### config.mk
export PLATFORM = sky130hd
export DESIGN_NAME = dlsi_top
export DESIGN_NICKNAME = d
export VERILOG_FILES = /design/src/inc/dlsi_pkg.sv /design/src/logic/dlsi_top.sv
export SDC_FILE = /design/constraint.sdc
export NUM_CORES = 1
export LEC_CHECK = 0
export BUFFER_PORTS_ARGS = -buffer_cell sky130_fd_sc_hd__buf_4
export CAP_MARGIN = 15
export CORE_AREA = 8 8 89 91
export CTS_CLUSTER_SIZE = 8
export DETAILED_ROUTE_END_ITERATION = 16
export DIE_AREA = 0 0 97 99
export GPL_TIMING_DRIVEN = 0
export PLACE_DENSITY = 0.74
export RECOVER_POWER = 25
export SETUP_SLACK_MARGIN = 0.02
export SLEW_MARGIN = 10
export SYNTH_ARGS = -nofsm -noshare
export SYNTH_HDL_FRONTEND = slang
export SYNTH_SLANG_ARGS = --single-unit
export TNS_END_PERCENT = 100
### constraint.sdc
create_clock -name clock -period 2.1 [get_ports clock]
set_clock_uncertainty 0.1 [all_clocks]
set_input_delay 0 -clock clock [delete_from_list [all_inputs] [get_ports clock]]
set_output_delay 0 -clock clock [all_outputs]
set_load 0.005 [all_outputs]
### src/inc/dlsi_pkg.sv
// Purpose: Shared constants and types for the data link / SSM irq block
// Assumes: AHB-Lite word access, one clock, sync active-high reset
// Notes: Register index times four gives the byte address
package dlsi_pkg;

    // ==========================================================
    // Register indices
    localparam logic [11:0] DL_STAT_IDX = 12'h0b26;
    localparam logic [11:0] DL_EN_IDX = 12'h0b27;
    localparam logic [11:0] SSM_STAT_IDX = 12'h0b70;
    localparam logic [11:0] SSM_EN_IDX = 12'h0b71;
    localparam logic [11:0] UNS_STAT_IDX = 12'h0b74;
    localparam logic [11:0] UNS_EN_IDX = 12'h0b75;
    localparam logic [11:0] CLR_IDX = 12'h0b7e;

    // ==========================================================
    // Field positions
    localparam int DL_TX_BEGIN_BIT = 6;
    localparam int DL_RX_BEGIN_BIT = 5;
    localparam int DL_TX_END_BIT = 4;
    localparam int DL_RX_END_BIT = 3;
    localparam int DL_FCS_BIT = 2;
    localparam int DL_ABORT_BIT = 1;
    localparam int DL_IDLE_BIT = 0;
    localparam int SSM_MATCH3_BIT = 7;
    localparam int SSM_MATCH2_BIT = 6;
    localparam int SSM_FULL_BIT = 3;
    localparam int SSM_EMPTY_BIT = 2;
    localparam int SSM_MATCH1_BIT = 1;
    localparam int SSM_CHANGE_BIT = 0;
    localparam int UNS_BIT = 6;
    localparam int CLR_DL_LSB = 0;
    localparam int CLR_SSM_LSB = 8;
    localparam int CLR_UNS_LSB = 16;

    // ==========================================================
    // Implemented-bit masks and reset values
    localparam logic [7:0] DL_MASK = 8'h7f;
    localparam logic [7:0] SSM_MASK = 8'hcf;
    localparam logic [7:0] UNS_MASK = 8'h40;
    localparam logic [7:0] REG_RESET = 8'h00;
    localparam logic [31:0] RDATA_RESET = 32'h0000_0000;

    // ==========================================================
    // Register select codes
    localparam logic [2:0] SEL_NONE = 3'h0;
    localparam logic [2:0] SEL_DL_STAT = 3'h1;
    localparam logic [2:0] SEL_DL_EN = 3'h2;
    localparam logic [2:0] SEL_SSM_STAT = 3'h3;
    localparam logic [2:0] SEL_SSM_EN = 3'h4;
    localparam logic [2:0] SEL_UNS_STAT = 3'h5;
    localparam logic [2:0] SEL_UNS_EN = 3'h6;
    localparam logic [2:0] SEL_CLR = 3'h7;

    // ==========================================================
    // Types
    typedef enum logic [2:0] {
        BUS_IDLE = 3'b001,
        BUS_WAIT = 3'b010,
        BUS_DONE = 3'b100
    } dlsi_bus_st_t;

    typedef struct packed {
        logic tx_msg_begin_flag;
        logic rx_msg_begin_flag;
        logic tx_msg_end_flag;
        logic rx_msg_end_flag;
        logic rx_buf_full;
        logic fcs_err;
        logic abort_seen;
        logic rx_idle_flag;
        logic msg_type;
    } dlsi_dl_evt_t;

    typedef struct packed {
        logic ssm_match_third;
        logic ssm_match_second;
        logic ssm_match_first;
        logic tx_ssm_empty_flag;
        logic rx_code_change_flag;
        logic ssm_valid;
        logic [7:0] rx_ssm_holding;
    } dlsi_ssm_evt_t;

    typedef struct packed {
        dlsi_bus_st_t bus;
        logic [2:0] sel;
        logic wr;
        logic [31:0] rdata;
        logic [7:0] dl_stat;
        logic [7:0] dl_en;
        logic [7:0] ssm_stat;
        logic [7:0] ssm_en;
        logic [7:0] uns_stat;
        logic [7:0] uns_en;
        logic [7:0] ssm_prev;
        logic ssm_seen;
        logic irq;
    } dlsi_state_t;

endpackage : dlsi_pkg

### src/logic/dlsi_top.sv
// Purpose: Interrupt status/enable registers, data link 3 and SSM unit
// Assumes: Event inputs are one-cycle pulses on clock; AHB-Lite slave
// Notes: Status bits except data link bit 7 (live msg_type) are sticky, cleared by read or by clear register
//
// Function
// - Set rx end status bit 3 on message end or receive buffer full.
// - Set FCS error status bit 2 on frame check mismatch.
// - Set abort status bit 1 on seven consecutive ones.
// - Set idle status bit 0 on flag octet detection.
// - Reading data link status clears its sticky bits.
// - Enable bit 6 gates transmit message begin interrupt.
// - Enable bit 5 gates receive message begin interrupt.
// - Enable bit 4 gates transmit message end interrupt.
// - Enable bit 3 gates receive message end interrupt.
// - Set SSM match bits 7, 6, 1 on validated match.
// - Set SSM full bit 3 on every valid code, unfiltered.
// - Set SSM empty bit 2 when repetitions finished.
// - Set change bit 0 on filtered SSM change.
// - SSM enable bits gate events; bits 5 to 4 reserved zero.
// - Set unstable bit 6 when valid SSM differs from previous.
// - Reading unstable status clears it.
// - Unstable enable bit 6 gates unstable interrupt; rest reserved.
//
// Local design decision: the AHB-Lite slave port.

`timescale 1ns/1ps
`default_nettype none

module dlsi_top
    import dlsi_pkg::*;
(
    // Clock and reset
    input wire logic clock,
    input wire logic rst,
    // AHB-Lite slave
    input wire logic hsel,
    input wire logic [31:0] haddr,
    input wire logic [1:0] htrans,
    input wire logic hwrite,
    input wire logic [2:0] hsize,
    input wire logic [31:0] hwdata,
    input wire logic hready,
    output logic hreadyout,
    output logic hresp,
    output logic [31:0] hrdata,
    // Event sources
    input wire dlsi_dl_evt_t dl_evt,
    input wire dlsi_ssm_evt_t ssm_evt,
    // Interrupt
    output logic irq
);

    // ==========================================================
    // Functions
    // Registers sit one per word: byte address is index times four
    function automatic logic [31:0] dlsi_word_addr(
        input logic [11:0] idx
    );
        return 32'(idx) << 2;
    endfunction : dlsi_word_addr

    function automatic logic [2:0] dlsi_decode(
        input logic [31:0] addr
    );
        logic [2:0] sel;
        sel = SEL_NONE;
        if (addr == dlsi_word_addr(DL_STAT_IDX))
        begin
            sel = SEL_DL_STAT;
        end
        else if (addr == dlsi_word_addr(DL_EN_IDX))
        begin
            sel = SEL_DL_EN;
        end
        else if (addr == dlsi_word_addr(SSM_STAT_IDX))
        begin
            sel = SEL_SSM_STAT;
        end
        else if (addr == dlsi_word_addr(SSM_EN_IDX))
        begin
            sel = SEL_SSM_EN;
        end
        else if (addr == dlsi_word_addr(UNS_STAT_IDX))
        begin
            sel = SEL_UNS_STAT;
        end
        else if (addr == dlsi_word_addr(UNS_EN_IDX))
        begin
            sel = SEL_UNS_EN;
        end
        else if (addr == dlsi_word_addr(CLR_IDX))
        begin
            sel = SEL_CLR;
        end
        return sel;
    endfunction : dlsi_decode

    // Set wins over clear so an event in the clearing cycle survives
    function automatic logic [7:0] dlsi_sticky(
        input logic [7:0] old,
        input logic [7:0] set,
        input logic [7:0] clr,
        input logic [7:0] mask
    );
        return ((old & ~clr) | set) & mask;
    endfunction : dlsi_sticky

    // ==========================================================
    // State
    dlsi_state_t st_ff;
    dlsi_state_t nxt_st;
    logic take;
    logic data_phase;
    logic rd_now;
    logic wr_now;
    logic [7:0] dl_set;
    logic [7:0] ssm_set;
    logic [7:0] uns_set;
    logic [7:0] dl_clr;
    logic [7:0] ssm_clr;
    logic [7:0] uns_clr;
    logic [7:0] dl_view;
    logic [31:0] rd_mux;
    logic rd_dl_stat;
    logic rd_ssm_stat;
    logic rd_uns_stat;
    logic wr_dl_en;
    logic wr_ssm_en;
    logic wr_uns_en;
    logic wr_clr;
    logic ssm_differs;
    logic [7:0] dl_pend;
    logic [7:0] ssm_pend;
    logic [7:0] uns_pend;
    logic any_pend;

    assign take = hsel && htrans[1] && hready;
    assign data_phase = (st_ff.bus == BUS_WAIT);
    assign rd_now = data_phase && !st_ff.wr;
    assign wr_now = data_phase && st_ff.wr;
    assign dl_view = {dl_evt.msg_type, st_ff.dl_stat[6:0]};
    // a first valid value has nothing to compare with
    assign ssm_differs = st_ff.ssm_seen
        && (ssm_evt.rx_ssm_holding != st_ff.ssm_prev);

    // ==========================================================
    // Register strobes, valid only in the data phase
    always_comb
    begin
        rd_dl_stat = rd_now && (st_ff.sel == SEL_DL_STAT);
        rd_ssm_stat = rd_now && (st_ff.sel == SEL_SSM_STAT);
        rd_uns_stat = rd_now && (st_ff.sel == SEL_UNS_STAT);
        wr_dl_en = wr_now && (st_ff.sel == SEL_DL_EN);
        wr_ssm_en = wr_now && (st_ff.sel == SEL_SSM_EN);
        wr_uns_en = wr_now && (st_ff.sel == SEL_UNS_EN);
        wr_clr = wr_now && (st_ff.sel == SEL_CLR);
    end

    // ==========================================================
    // Pending sources: a status bit counts only while enabled
    always_comb
    begin
        // data link enables gate their events
        dl_pend = st_ff.dl_stat & st_ff.dl_en;
        ssm_pend = st_ff.ssm_stat & st_ff.ssm_en;
        uns_pend = st_ff.uns_stat & st_ff.uns_en;
        any_pend = (|dl_pend) || (|ssm_pend) || (|uns_pend);
    end

    // ==========================================================
    // Event capture
    always_comb
    begin
        dl_set = REG_RESET;
        dl_set[DL_TX_BEGIN_BIT] = dl_evt.tx_msg_begin_flag;
        dl_set[DL_RX_BEGIN_BIT] = dl_evt.rx_msg_begin_flag;
        dl_set[DL_TX_END_BIT] = dl_evt.tx_msg_end_flag;
        dl_set[DL_RX_END_BIT] = dl_evt.rx_msg_end_flag
            | dl_evt.rx_buf_full;
        dl_set[DL_FCS_BIT] = dl_evt.fcs_err;
        dl_set[DL_ABORT_BIT] = dl_evt.abort_seen;
        dl_set[DL_IDLE_BIT] = dl_evt.rx_idle_flag;

        ssm_set = REG_RESET;
        ssm_set[SSM_MATCH3_BIT] = ssm_evt.ssm_match_third;
        ssm_set[SSM_MATCH2_BIT] = ssm_evt.ssm_match_second;
        ssm_set[SSM_MATCH1_BIT] = ssm_evt.ssm_match_first;
        ssm_set[SSM_FULL_BIT] = ssm_evt.ssm_valid;
        ssm_set[SSM_EMPTY_BIT] = ssm_evt.tx_ssm_empty_flag;
        ssm_set[SSM_CHANGE_BIT] = ssm_evt.rx_code_change_flag;

        uns_set = REG_RESET;
        uns_set[UNS_BIT] = ssm_evt.ssm_valid && ssm_differs;
    end

    // ==========================================================
    // Clear sources: read of a status word or write of the clear word
    always_comb
    begin
        dl_clr = REG_RESET;
        ssm_clr = REG_RESET;
        uns_clr = REG_RESET;
        if (rd_dl_stat)
        begin
            dl_clr = DL_MASK;
        end
        if (rd_ssm_stat)
        begin
            ssm_clr = SSM_MASK;
        end
        if (rd_uns_stat)
        begin
            uns_clr = UNS_MASK;
        end
        if (wr_clr)
        begin
            dl_clr = dl_clr | hwdata[CLR_DL_LSB +: 8];
            ssm_clr = ssm_clr | hwdata[CLR_SSM_LSB +: 8];
            uns_clr = uns_clr | hwdata[CLR_UNS_LSB +: 8];
        end
    end

    // ==========================================================
    // Read mux; reserved bits and unmapped words read as zero
    always_comb
    begin
        rd_mux = RDATA_RESET;
        case (st_ff.sel)
            SEL_DL_STAT: rd_mux[7:0] = dl_view;
            SEL_DL_EN: rd_mux[7:0] = st_ff.dl_en;
            SEL_SSM_STAT: rd_mux[7:0] = st_ff.ssm_stat;
            SEL_SSM_EN: rd_mux[7:0] = st_ff.ssm_en;
            SEL_UNS_STAT: rd_mux[7:0] = st_ff.uns_stat;
            SEL_UNS_EN: rd_mux[7:0] = st_ff.uns_en;
            // Clear word is write-only
            SEL_CLR: rd_mux = RDATA_RESET;
            default: rd_mux = RDATA_RESET;
        endcase
    end

    // ==========================================================
    // Next state
    always_comb
    begin
        nxt_st = st_ff;

        // Bus sequencing: one wait state per transfer so read data
        // can come from a flop
        case (st_ff.bus)
            BUS_IDLE:
            begin
                if (take)
                begin
                    nxt_st.bus = BUS_WAIT;
                    nxt_st.sel = dlsi_decode(haddr);
                    nxt_st.wr = hwrite;
                end
            end
            BUS_WAIT:
            begin
                nxt_st.bus = BUS_DONE;
                if (!st_ff.wr)
                begin
                    nxt_st.rdata = rd_mux;
                end
            end
            BUS_DONE:
            begin
                if (take)
                begin
                    nxt_st.bus = BUS_WAIT;
                    nxt_st.sel = dlsi_decode(haddr);
                    nxt_st.wr = hwrite;
                end
                else
                begin
                    nxt_st.bus = BUS_IDLE;
                end
            end
            default:
            begin
                nxt_st.bus = BUS_IDLE;
            end
        endcase

        // Enable writes
        if (wr_dl_en)
        begin
            nxt_st.dl_en = hwdata[7:0] & DL_MASK;
        end
        if (wr_ssm_en)
        begin
            nxt_st.ssm_en = hwdata[7:0] & SSM_MASK;
        end
        if (wr_uns_en)
        begin
            nxt_st.uns_en = hwdata[7:0] & UNS_MASK;
        end

        // Sticky status
        nxt_st.dl_stat = dlsi_sticky(st_ff.dl_stat, dl_set, dl_clr,
            DL_MASK);
        nxt_st.ssm_stat = dlsi_sticky(st_ff.ssm_stat, ssm_set,
            ssm_clr, SSM_MASK);
        nxt_st.uns_stat = dlsi_sticky(st_ff.uns_stat, uns_set,
            uns_clr, UNS_MASK);

        if (ssm_evt.ssm_valid)
        begin
            nxt_st.ssm_prev = ssm_evt.rx_ssm_holding;
            nxt_st.ssm_seen = 1'b1;
        end

        // registered so the request line never glitches
        nxt_st.irq = any_pend;

        if (rst)
        begin
            nxt_st.bus = BUS_IDLE;
            nxt_st.sel = SEL_NONE;
            nxt_st.wr = 1'b0;
            nxt_st.rdata = RDATA_RESET;
            nxt_st.dl_stat = REG_RESET;
            nxt_st.dl_en = REG_RESET;
            nxt_st.ssm_stat = REG_RESET;
            nxt_st.ssm_en = REG_RESET;
            nxt_st.uns_stat = REG_RESET;
            nxt_st.uns_en = REG_RESET;
            nxt_st.ssm_prev = REG_RESET;
            nxt_st.ssm_seen = 1'b0;
            nxt_st.irq = 1'b0;
        end
    end

    // ==========================================================
    // Registers
    // Reset lives in the next-state logic, keeping one clocked process
    always_ff @(posedge clock)
    begin
        st_ff <= nxt_st;
    end

    // ==========================================================
    // Outputs
    // Low only in the data phase: one wait state, no more
    assign hreadyout = (st_ff.bus != BUS_WAIT);
    // Only OKAY is ever answered
    assign hresp = 1'b0;
    assign hrdata = st_ff.rdata;
    assign irq = st_ff.irq;

endmodule : dlsi_top

`default_nettype wire

After elaboration in Yosys (flattened, before gate mapping)
Cells that the tools add are included.
- bits in registers: 55
- bits of input ports: 97
- output and inout port bits: 35
- word-level logic and storage cells: 93
- eq/ne operators: 21
- mux-type cells: 19
- bitwise gates (word level): 17
- reduce and logical (&&, ||, !) cells: 22
- operators with widths (operator ; number):
    $eq 32x14->1 const B ; 7
    $pmux 8 s6 ; 1
    $mux 7 ; 5
    $and 7x7->7 ; 4
    $or 7x7->7 ; 4
    $reduce_or 8->1 ; 3
    $mux 3 ; 7
    $and 8x8->8 ; 2
    $mux 8 ; 2
    $or 8x8->8 ; 2
    $eq 3x3->1 const B ; 5
    $not 7->7 ; 2
    $logic_and 1x1->1 ; 13
    $eq 3x2->1 const B ; 3
    $pmux 3 s3 ; 1
    $ne 8x8->1 ; 1
    $not 8->8 ; 1
    $pmux 4 s2 ; 1
    $eq 3x1->1 const B ; 2
    $mux 4 ; 1
    $ne 2x2->1 const B ; 2
    $ne 3x2->1 const B ; 1
    $reduce_and 3->1 ; 1
    $logic_or 1x1->1 ; 2
    other kinds (6) ; 6

Depth between registers and ports, before layout
Gate-level depths: netlist of the first run.
- depth after elaboration: 10
- gate-level depth with buffers: 6

Least setup slack after synthesis of the first run
Ideal clock, no wire load.
- path type: register to register
- start point: register st_ff[94] (netlist bit)
- end point: register st_ff (netlist bit hrdata[4])
- data arrival time: 1462 ps
- path slack: 467 ps
- cell stages (with the launch flop): 5
- buffers on the path: 1
- cell sequence: dfxtp_1 -> or4b_4 -> buf_6 -> or3_1 -> a21oi_1
- longest elaborated chain between the ends: 2
- RTL lines (what ; line ; text):
    start, declared ; dlsi_top.sv:110 ; dlsi_state_t st_ff;
    start signal, assigned ; dlsi_top.sv:340 ; st_ff <= nxt_st;
    $eq 3x2->1 ; dlsi_top.sv:249 ; case (st_ff.bus)
    $reduce_and 2->1 (no line) ; n/a ;
Every way passes these cells.
A chain may end at the register's enable or synchronous reset.

Final worst setup path of the first run
- start point: register st_ff[95] (netlist bit)
- end point: register st_ff[91] (netlist bit)
- longest elaborated chain between the ends: 3
- elaborated cells between the ends (all ways): 7
- those cells by class: eq/ne: 4; mux: 1; reduce/logical: 2
- RTL lines (what ; line):
    $eq 3x3->1 / $eq 3x1->1 (equally long branches) ; dlsi_top.sv:249
    $ne 2x2->1 (no line) / $reduce_bool 2->1 (equally long branches) ; n/a
    $reduce_and 3->1 (no line) ; n/a
Parallel ways exist; a longest one is shown, timed or not.

==> qor.csv, run 1 <==
stage,metric,value,unit
setup_path,crit_path_max_fanout,4,
clocking,cts_root_buf,clkbuf_8,
clocking,cts_sinks,53,
synth,yosys_most_used_dff,dfxtp_1,
clocking,clockBufferDepth,2,
floorplan,rows,30,
routing,drc,0,
setup_path,worstSetupPathType,reg -> reg,
synth,avgSynthCellArea,8.80,um2
routing,routed_wirelength,8450,um
flow_run,drv_cap,0,
global_routing,grt_usage,0.172,
global_routing,grt_pass1_wl,13900,um
synth,yosysWarnings,0,
setup_path,worst_setup_path_start_kind,register,
floorplan,die_w,97,um
sta,period_minus_slack,1950,ps
sta,slew_headroom,0.596,
place,portBuffers,85,
outcome,status,completed,
synth,yosysSeqAreaShare,0.377,
pwr,leakagePower,0.00180,uW
routing,num_vias,2814,
finish,antenna_cells,0,
setup_path,ff2ff_setup_slack,150,ps
routing,route.detailed.vias_per_inst,5.03,
synth,synth-edff-count,0,
sta,fmax,513,MHz
finish,finalNetCount,575,
global_routing,antenna_found_initial,0,
synth,synth_cell_types,49,
place,pre_cts_slack,104,ps
floorplan,dieArea,9600,um2
synth,postSynthCellCount,320,
sta,post-route-period-util,0.929,
place,place_hpwl,6150,um
floorplan,io_pins,132,
setup_path,end_kind,register,
synth,synth-seq-cells,53,
global_routing,grt.overflow.total,0,
sta,fin_ws,149,ps
finish,area_delta_synth_final,47.6,%
sta,setup_tns,0,ps
floorplan,die-height,99,um
setup_path,crit-reg2reg-launch,st_ff[95],
setup_path,critPathLaunch,st_ff[95],
pwr,powerDensity,484,nW/um2
floorplan,initial_utilization,0.429,
routing,drtIter0Drc,230,
synth,syn-cell-area,2820,um2
hold_path,hp-class,in -> reg,
synth,async_flop_share,0,
clocking,h-tree-depth,2,
routing,first_pass_iters,4,
global_routing,grt_max_degree,18,
place,finalWeightedCongestion,0.926,
sta,hold_viol,0,
setup_path,arrival,2100,ps
finish,drive_above_1_share,0.276,
routing,wl_per_cell,15.1,um
sta,setup-violations-final,0,
setup_path,cp.required,2250,ps
hold_path,min-delay-start,htrans[1],
global_routing,grt_pass1_vias,2916,
floorplan,core_area,6570,um2
finish,post-route-util,0.633,
clocking,insertion_delay,310,ps
clocking,cts.clk_slew.worst_paths,100,ps
routing,ant_nets,0,
clocking,cts_tree,built,
sta,rsz0062_at_grt,false,
sta,drv_slew,0,
clocking,numCtsBuffers,5,
pwr,ir_drop,0.411,mV
sta,tightest_slew,606,ps
[synth_stat cells (2+ instances only)]
library cell | count | share of area
nand3b_1 | 9 | 0.024
mux2i_1 | 29 | 0.10
o21ai_1 | 5 | 0.0089
nor3_1 | 5 | 0.0089
buf_1 | 3 | 0.0040
buf_4 | 33 | 0.088
or4_1 | 3 | 0.0080
inv_1 | 2 | 0.0027
o211ai_1 | 4 | 0.011
a21oi_1 | 18 | 0.032
o2bb2ai_1 | 3 | 0.0093
nor2b_1 | 4 | 0.0089
a22o_1 | 2 | 0.0062
a31oi_1 | 2 | 0.0044
nand2_1 | 24 | 0.032
buf_2 | 2 | 0.0036
nand4_1 | 7 | 0.016
clkbuf_1 | 9 | 0.012
nor2_1 | 41 | 0.055
nor4bb_1 | 2 | 0.0071
and3b_1 | 2 | 0.0062
or3_1 | 3 | 0.0067
nand3_1 | 3 | 0.0053
a22oi_1 | 4 | 0.011
xnor2_1 | 9 | 0.028
nor4_1 | 2 | 0.0044
a32o_1 | 12 | 0.043
a221oi_1 | 3 | 0.0093
dfxtp_1 | 53 | 0.38
nand4b_1 | 3 | 0.0093
[final timing paths]
path,to,depth (start not counted)
max,st_ff[91],5
min,st_ff[94],4
max reg2reg,st_ff[91],5
min reg2reg,hrdata[6],2
[placed cells by master (no fill, tap or decap), drive strengths merged, types with 4 or more instances in the layout]
master / instances
a21oi: 18
a22oi: 4
a32o: 12
buf: 113
clkbuf: 24
conb: 25
dfxtp: 53
dlygate4sd3: 43
mux2i: 29
nand2: 24
nand3b: 9
nand4: 7
nor2: 41
nor2b: 4
nor3: 6
o211ai: 4
o21ai: 6
xnor2: 9
[stage by stage]
stage / total power, uW / instances / hold WS, ps / instance area, um2
2_1_floorplan: 1220 / 344 / -7.75 / 2910
3_3_place_gp: 1370 / 509 / 108 / 3640
3_5_place_dp: 1380 / 509 / 111 / 3640
4_1_cts: 2010 / 560 / 13.6 / 4170
5_1_grt: 2090 / 559 / 33.0 / 4160
6_report: 2010 / 559 / 12.8 / 4160
[what timing repair did]
item,in CTS,in global routing
resized for setup,0,1
endpoints found under the hold margin,42,2
buffers inserted,0,0
hold buffers,43,1
setup endpoints to repair,0,11
[cell type report]
class,count,area (um2)
multi-input combinational,240,1520
buffer,47,310
timing repair buffer,128,1060
fill,539,2410
sequential,53,1060
clock inverter,3,22.5
clock buffer,5,68.8
tap,80,100
inverter,3,11.3
[logic make-up (layout without fill, tap and decap cells)]
group / after synthesis / in the layout / share of synthesized area
compound gates: 60 / 60 / 0.155
mux: 29 / 29 / 0.103
buf+inv: 51 / 186 / 0.116
other cells: 1 / 25 / 0.00133
xor+xnor: 9 / 9 / 0.0280
simple gates: 117 / 117 / 0.221
flops: 53 / 53 / 0.377
[power breakdown]
| part | internal [uW] | total, uW | switching (uW) |
|---|---|---|---|
| Combinational | 224 | 349 | 125 |
| Sequential | 1040 | 1070 | 33.0 |
| Clock | 234 | 589 | 355 |
| Total | 1500 | 2010 | 513 |
[metal layers]
| layer | up-vias | routed length (um) | GRT usage |
|---|---|---|---|
| met3 | 16 | 769 | 0.0567 |
| li1 | 1419 | - | - |
| met5 | - | 0 | 0 |
| met1 | 1257 | 3450 | 0.188 |
| met4 | 0 | 165 | 0.0686 |
| met2 | 122 | 4070 | 0.301 |
[sequential cells by signal (all words and copies together), names as in the netlist]
register / flops
hrdata: 8
irq: 1
dl_view: 7
st_ff: 37
[critical path, stage by stage (launching register included)]
cell and delay (ps):
dfxtp_1 330, nand4b_1 230, nor4_1 420, nand3_1 110, dlygate4sd3_1 570, o2bb2ai_1 130
Note: power is estimated with default switching activity, not from simulation.
==> inputs of run 2 (changes only) <==
BUFFER_PORTS_ARGS = -buffer_cell sky130_fd_sc_hd__buf_2   (was -buffer_cell sky130_fd_sc_hd__buf_4)
==> run 2 against run 1 <==
- global-route usage increased by 0.24 points
- clock power up 36%
- critical path depth is 1 higher
- the flow now finishes with violations (hold timing)
- register-to-register slack better by 30 ps
==> qor.csv, run 2 (same netlist as run 1, synthesis figures left out) <==
stage,metric,value,unit
outcome,status,"complete, but fails checks",
outcome,violations,hold timing,
finish,largest_register_ffs,37,
finish,fin_cells,557,
sta,setup-violations-final,0,
setup_path,r2r_end,dl_view[5],
finish,drive_above_1_share,0.268,
global_routing,grt_pass1_vias,2940,
place,placed_cell_area,3430,um2
hold_path,hp-class,in -> reg,
sta,rsz0062_at_grt,false,
setup_path,reg2regPathDepth,6,
setup_path,crit-reg2reg-launch,st_ff[94],
hold_path,min-delay-start,haddr[16],
global_routing,grt_usage,0.175,
global_routing,grt.overflow.total,0,
sta,post-route-period-util,0.914,
clocking,cts_root_buf,clkbuf_8,
finish,antenna_cells,0,
sta,fmax,521,MHz
sta,setup_tns,0,ps
global_routing,grt_max_degree,17,
pwr,powerDensity,550,nW/um2
floorplan,die-height,99,um
setup_path,cp.required,2200,ps
floorplan,die_w,97,um
global_routing,grt_pass1_wl,14100,um
clocking,cts_sinks,53,
pwr,ir_drop,0.475,mV
floorplan,initial_utilization,0.429,
setup_path,crit_path_max_fanout,10,
floorplan,io_pins,132,
sta,period_minus_slack,1920,ps
sta,drv_slew,0,
clocking,cts_tree,built,
clocking,numCtsBuffers,5,
clocking,clockBufferDepth,2,
sta,hold_viol,3,
hold_path,holdPathEnd,st_ff[92],
pwr,leakagePower,0.00174,uW
routing,num_vias,2836,
place,portBuffers,85,
setup_path,ff2ff_setup_slack,180,ps
routing,drtIter0Drc,166,
sta,slew_headroom,0.587,
routing,first_pass_iters,4,
finish,fin_area,3980,um2
routing,ant_nets,0,
hold_path,hold_path_depth,4,
finish,regMostFlops,st_ff,
finish,nFillCells,575,
clocking,cts.clk_slew.worst_paths,90,ps
finish,finalNetCount,573,
clocking,h-tree-depth,2,
routing,drc,0,
place,place_hpwl,6170,um
setup_path,worstSetupPathType,reg -> reg,
setup_path,arrival,2020,ps
flow_run,drv_cap,0,
finish,final_cell_mix,"buf_2, dfxtp_1, dlygate4sd3_1",
sta,tightest_slew,620,ps
finish,area_delta_synth_final,41.2,%
routing,routed_wirelength,8430,um
setup_path,worst_setup_path_start_kind,register,
global_routing,antenna_found_initial,0,
setup_path,end_kind,register,
place,finalWeightedCongestion,0.939,
floorplan,core_area,6570,um2
place,dp_cells,509,
floorplan,dieArea,9600,um2
routing,route.detailed.vias_per_inst,5.09,
clocking,insertion_delay,300,ps
finish,final_common_cell,buf_2,
sta,fin_hold_ws,-26.0,ps
routing,wl_per_cell,15.1,um
floorplan,rows,30,
[run 2: power breakdown]
group          total [uW]  internal, uW  switching [uW]
combinational         308           184             124
sequential           1080          1040            34.7
clock                 803           473             330
total                2190          1700             489
[run 2: stage by stage]
stage	worst slack, ps	power, uW	hold WS [ps]	util
after global placement	79.8	1330	108	0.522
after floorplan	467	1220	-7.75	-
after detailed placement	91.1	1340	114	0.522
final	180	2190	-26.0	0.605
after CTS	66.4	2190	1.73	0.607
after global routing	29.0	2260	7.86	0.605
[run 2: worst max path at each step]
stage / endpoint / slack, ps / from / depth (start not counted)
after CTS: st_ff[91] / 70 / haddr[19] / 7
after detailed placement: dl_view[5] / 90 / st_ff[92] / 6
after floorplan: hrdata[4] / 470 / st_ff[94] / 4
final: dl_view[5] / 180 / st_ff[94] / 6
after global routing: dl_view[2] / 30 / st_ff[94] / 6
after global placement: st_ff[37] / 80 / st_ff[92] / 6
[run 2: repair_timing]
action                     in CTS  in global routing
setup buffers                   0                  0
hold endpoints to repair       41                  0
resized for setup               0                  3
setup endpoints to repair       0                 13
hold buffers                   42                  0
[run 2: critical path, stage by stage, from the launching register on]
cell and delay [ps]:
dfxtp_1 350, nor3b_2 380, inv_2 110, nor2_2 250, buf_2 280, nand2_1 80, a32o_1 270
[run 2: final cells by class]
cell class,count,area [um2],area share
Buffer,47,310,0.0780
Clock buffer,5,68.8,0.0173
Clock inverter,3,65.1,0.0164
Inverter,3,11.3,0.00283
Multi-Input combinational cell,240,1530,0.386
Sequential cell,53,1060,0.267
Tap cell,80,100,0.0252
Timing Repair Buffer,126,826,0.208
[run 2: routing by layer]
layer,vias to the layer above,GRT usage,share of wire
met1,1288,0.192,0.40
li1,1413,-,-
met4,0,0.0544,0.010
met2,126,0.308,0.50
met3,9,0.0602,0.090
met5,-,0,0
==> inputs of run 3 (changes only) <==
clock period = 2 ns   (was 2.1 ns; I/O delays follow)
==> run 3 against run 2 <==
- the run still ends with hold timing left
- via count down 0.67%
- global-route usage increased by 0.24 points
- non-clock buffer count grew 3
- cell area rose by 1.1%
- count of clock-buffer cells in the layout did not move
- worst setup slack got worse by 20 ps
- flip-flop and latch count unchanged
- cell count increased by 0.54%
- die area stayed put
- register-to-register slack worse by 20 ps
- power grew 5.3%
==> qor.csv, run 3 (same netlist as run 1, synthesis figures left out) <==
stage,metric,value,unit
global_routing,grt_pass1_vias,2983,
clocking,insertion_delay,300,ps
routing,ant_nets,0,
floorplan,rows,30,
finish,drive_above_1_share,0.271,
routing,num_vias,2817,
global_routing,grt.overflow.total,0,
sta,hold_viol,3,
finish,fin_cells,560,
routing,drc,0,
finish,area_delta_synth_final,42.7,%
setup_path,cpLargestDelayFamily,buffers and inverters,
place,placed_cell_area,3430,um2
global_routing,antenna_found_initial,0,
floorplan,io_pins,132,
floorplan,die_w,97,um
sta,slew_headroom,0.585,
clocking,clockBufferDepth,2,
place,place_hpwl,6170,um
finish,fin_area,4020,um2
finish,antenna_cells,0,
floorplan,core_area,6570,um2
clocking,cts_sinks,53,
setup_path,end_kind,register,
finish,largest_register_ffs,37,
finish,final_common_cell,buf_2,
finish,nFillCells,570,
sta,tightest_slew,622,ps
sta,fin_hold_ws,-7.13,ps
finish,final_cell_mix,"buf_2, dfxtp_1, dlygate4sd3_1",
setup_path,critPathLaunch,st_ff[93],
routing,wl_per_cell,15.3,um
outcome,violations,hold timing,
place,dp_cells,509,
sta,period_minus_slack,1840,ps
routing,wl_met2,4260,um
clocking,cts_tree,built,
finish,finalNetCount,576,
floorplan,initial_utilization,0.429,
hold_path,hold_path_depth,4,
clocking,numCtsBuffers,5,
setup_path,path_cells,clkbuf_1 -> nand4b_1 -> clkbuf_1 -> mux2i_1 -> nor2_1,
sta,fmax,543,MHz
setup_path,cp_common_cell,clkbuf_1,
routing,drtIter0Drc,187,
sta,setup-violations-final,0,
setup_path,cp.required,2090,ps
routing,drt-met1-wl,3540,um
setup_path,cp_num_cells,5,
finish,multi_input_area,1540,um2
floorplan,dieArea,9600,um2
sta,rsz0062_at_grt,false,
setup_path,crit_path_top_delay_cell,clkbuf_1,
place,finalWeightedCongestion,0.939,
sta,drv_slew,0,
floorplan,die-height,99,um
hold_path,hp-class,in -> reg,
clocking,cts_root_buf,clkbuf_8,
pwr,powerDensity,573,nW/um2
routing,routed_wirelength,8550,um
finish,seq_area,1060,um2
routing,dr_wl_met3,655,um
setup_path,worst_setup_path_start_kind,register,
setup_path,crit_path_max_fanout,10,
routing,top_layer,met4,
global_routing,grt_usage,0.177,
sta,post-route-period-util,0.920,
routing,route.detailed.vias_per_inst,5.03,
setup_path,worstSetupPathType,reg -> reg,
setup_path,critical_path.max_stage_delay,440,ps
pwr,ir_drop,0.497,mV
finish,regMostFlops,st_ff,
clocking,cts.clk_slew.worst_paths,90,ps
setup_path,crit_buf_inv,2,
setup_path,crit-reg2reg-launch,st_ff[93],
pwr,leakagePower,0.00176,uW
outcome,status,"complete, but fails checks",
hold_path,min-delay-start,hwdata[22],
global_routing,grt_max_degree,17,
setup_path,arrival,1930,ps
setup_path,reg2regPathDepth,5,
clocking,h-tree-depth,2,
global_routing,grt_pass1_wl,14300,um
flow_run,drv_cap,0,
routing,first_pass_iters,4,
place,portBuffers,85,
## run 3: what timing repair did
action | CTS | global route
hold buffers | 46 | 0
buffers inserted | 0 | 0
hold endpoints to repair | 41 | 0
gates resized for setup | 1 | 7
setup endpoints to repair | 10 | 22
cloned | 0 | 0
pin swaps | 0 | 3
## run 3: worst reg2reg max path: cells and delay by family (launching register included)
| family | cells | cell delay (ps) |
|---|---|---|
| buffers and inverters | 2 | 760 |
| and+or+nand+nor | 2 | 220 |
| DFF | 1 | 370 |
| muxes | 1 | 270 |
## run 3: final timing paths
check	endpoint	slack [ps]
max	st_ff[47]	160
min	st_ff[24]	-7
max reg2reg	st_ff[47]	160
min reg2reg	hrdata[7]	360
## run 3: layout make-up
class	instances	area share
plain buffers	47	0.0781
clock buffers	5	0.0171
clock inverters	3	0.0162
inverters	3	0.00280
multi-input cells	240	0.384
flip-flops and latches	53	0.264
well taps	80	0.0249
repair buffers	129	0.213
## run 3: through the flow
stage                     TNS, ps  setup slack, ps  utilization  total power, uW
after floorplan                 0              367            -             1280
after global placement      -91.0            -20.2        0.522             1400
after detailed placement    -24.4            -8.85        0.522             1410
after CTS                       0             42.2        0.613             2300
after global routing            0             22.2        0.612             2380
final                           0              159        0.612             2300
## run 3: metal layers
metal | up-vias | GRT usage
met5 | - | 0
met4 | 0 | 0.0580
met3 | 11 | 0.0602
met2 | 113 | 0.314
met1 | 1275 | 0.192
li1 | 1418 | -
## run 3: power breakdown
| part | switching [uW] | total [uW] | internal (uW) |
|---|---|---|---|
| logic | 132 | 329 | 197 |
| clock network | 348 | 845 | 497 |
| registers | 36.6 | 1130 | 1090 |
| total | 516 | 2300 | 1790 |
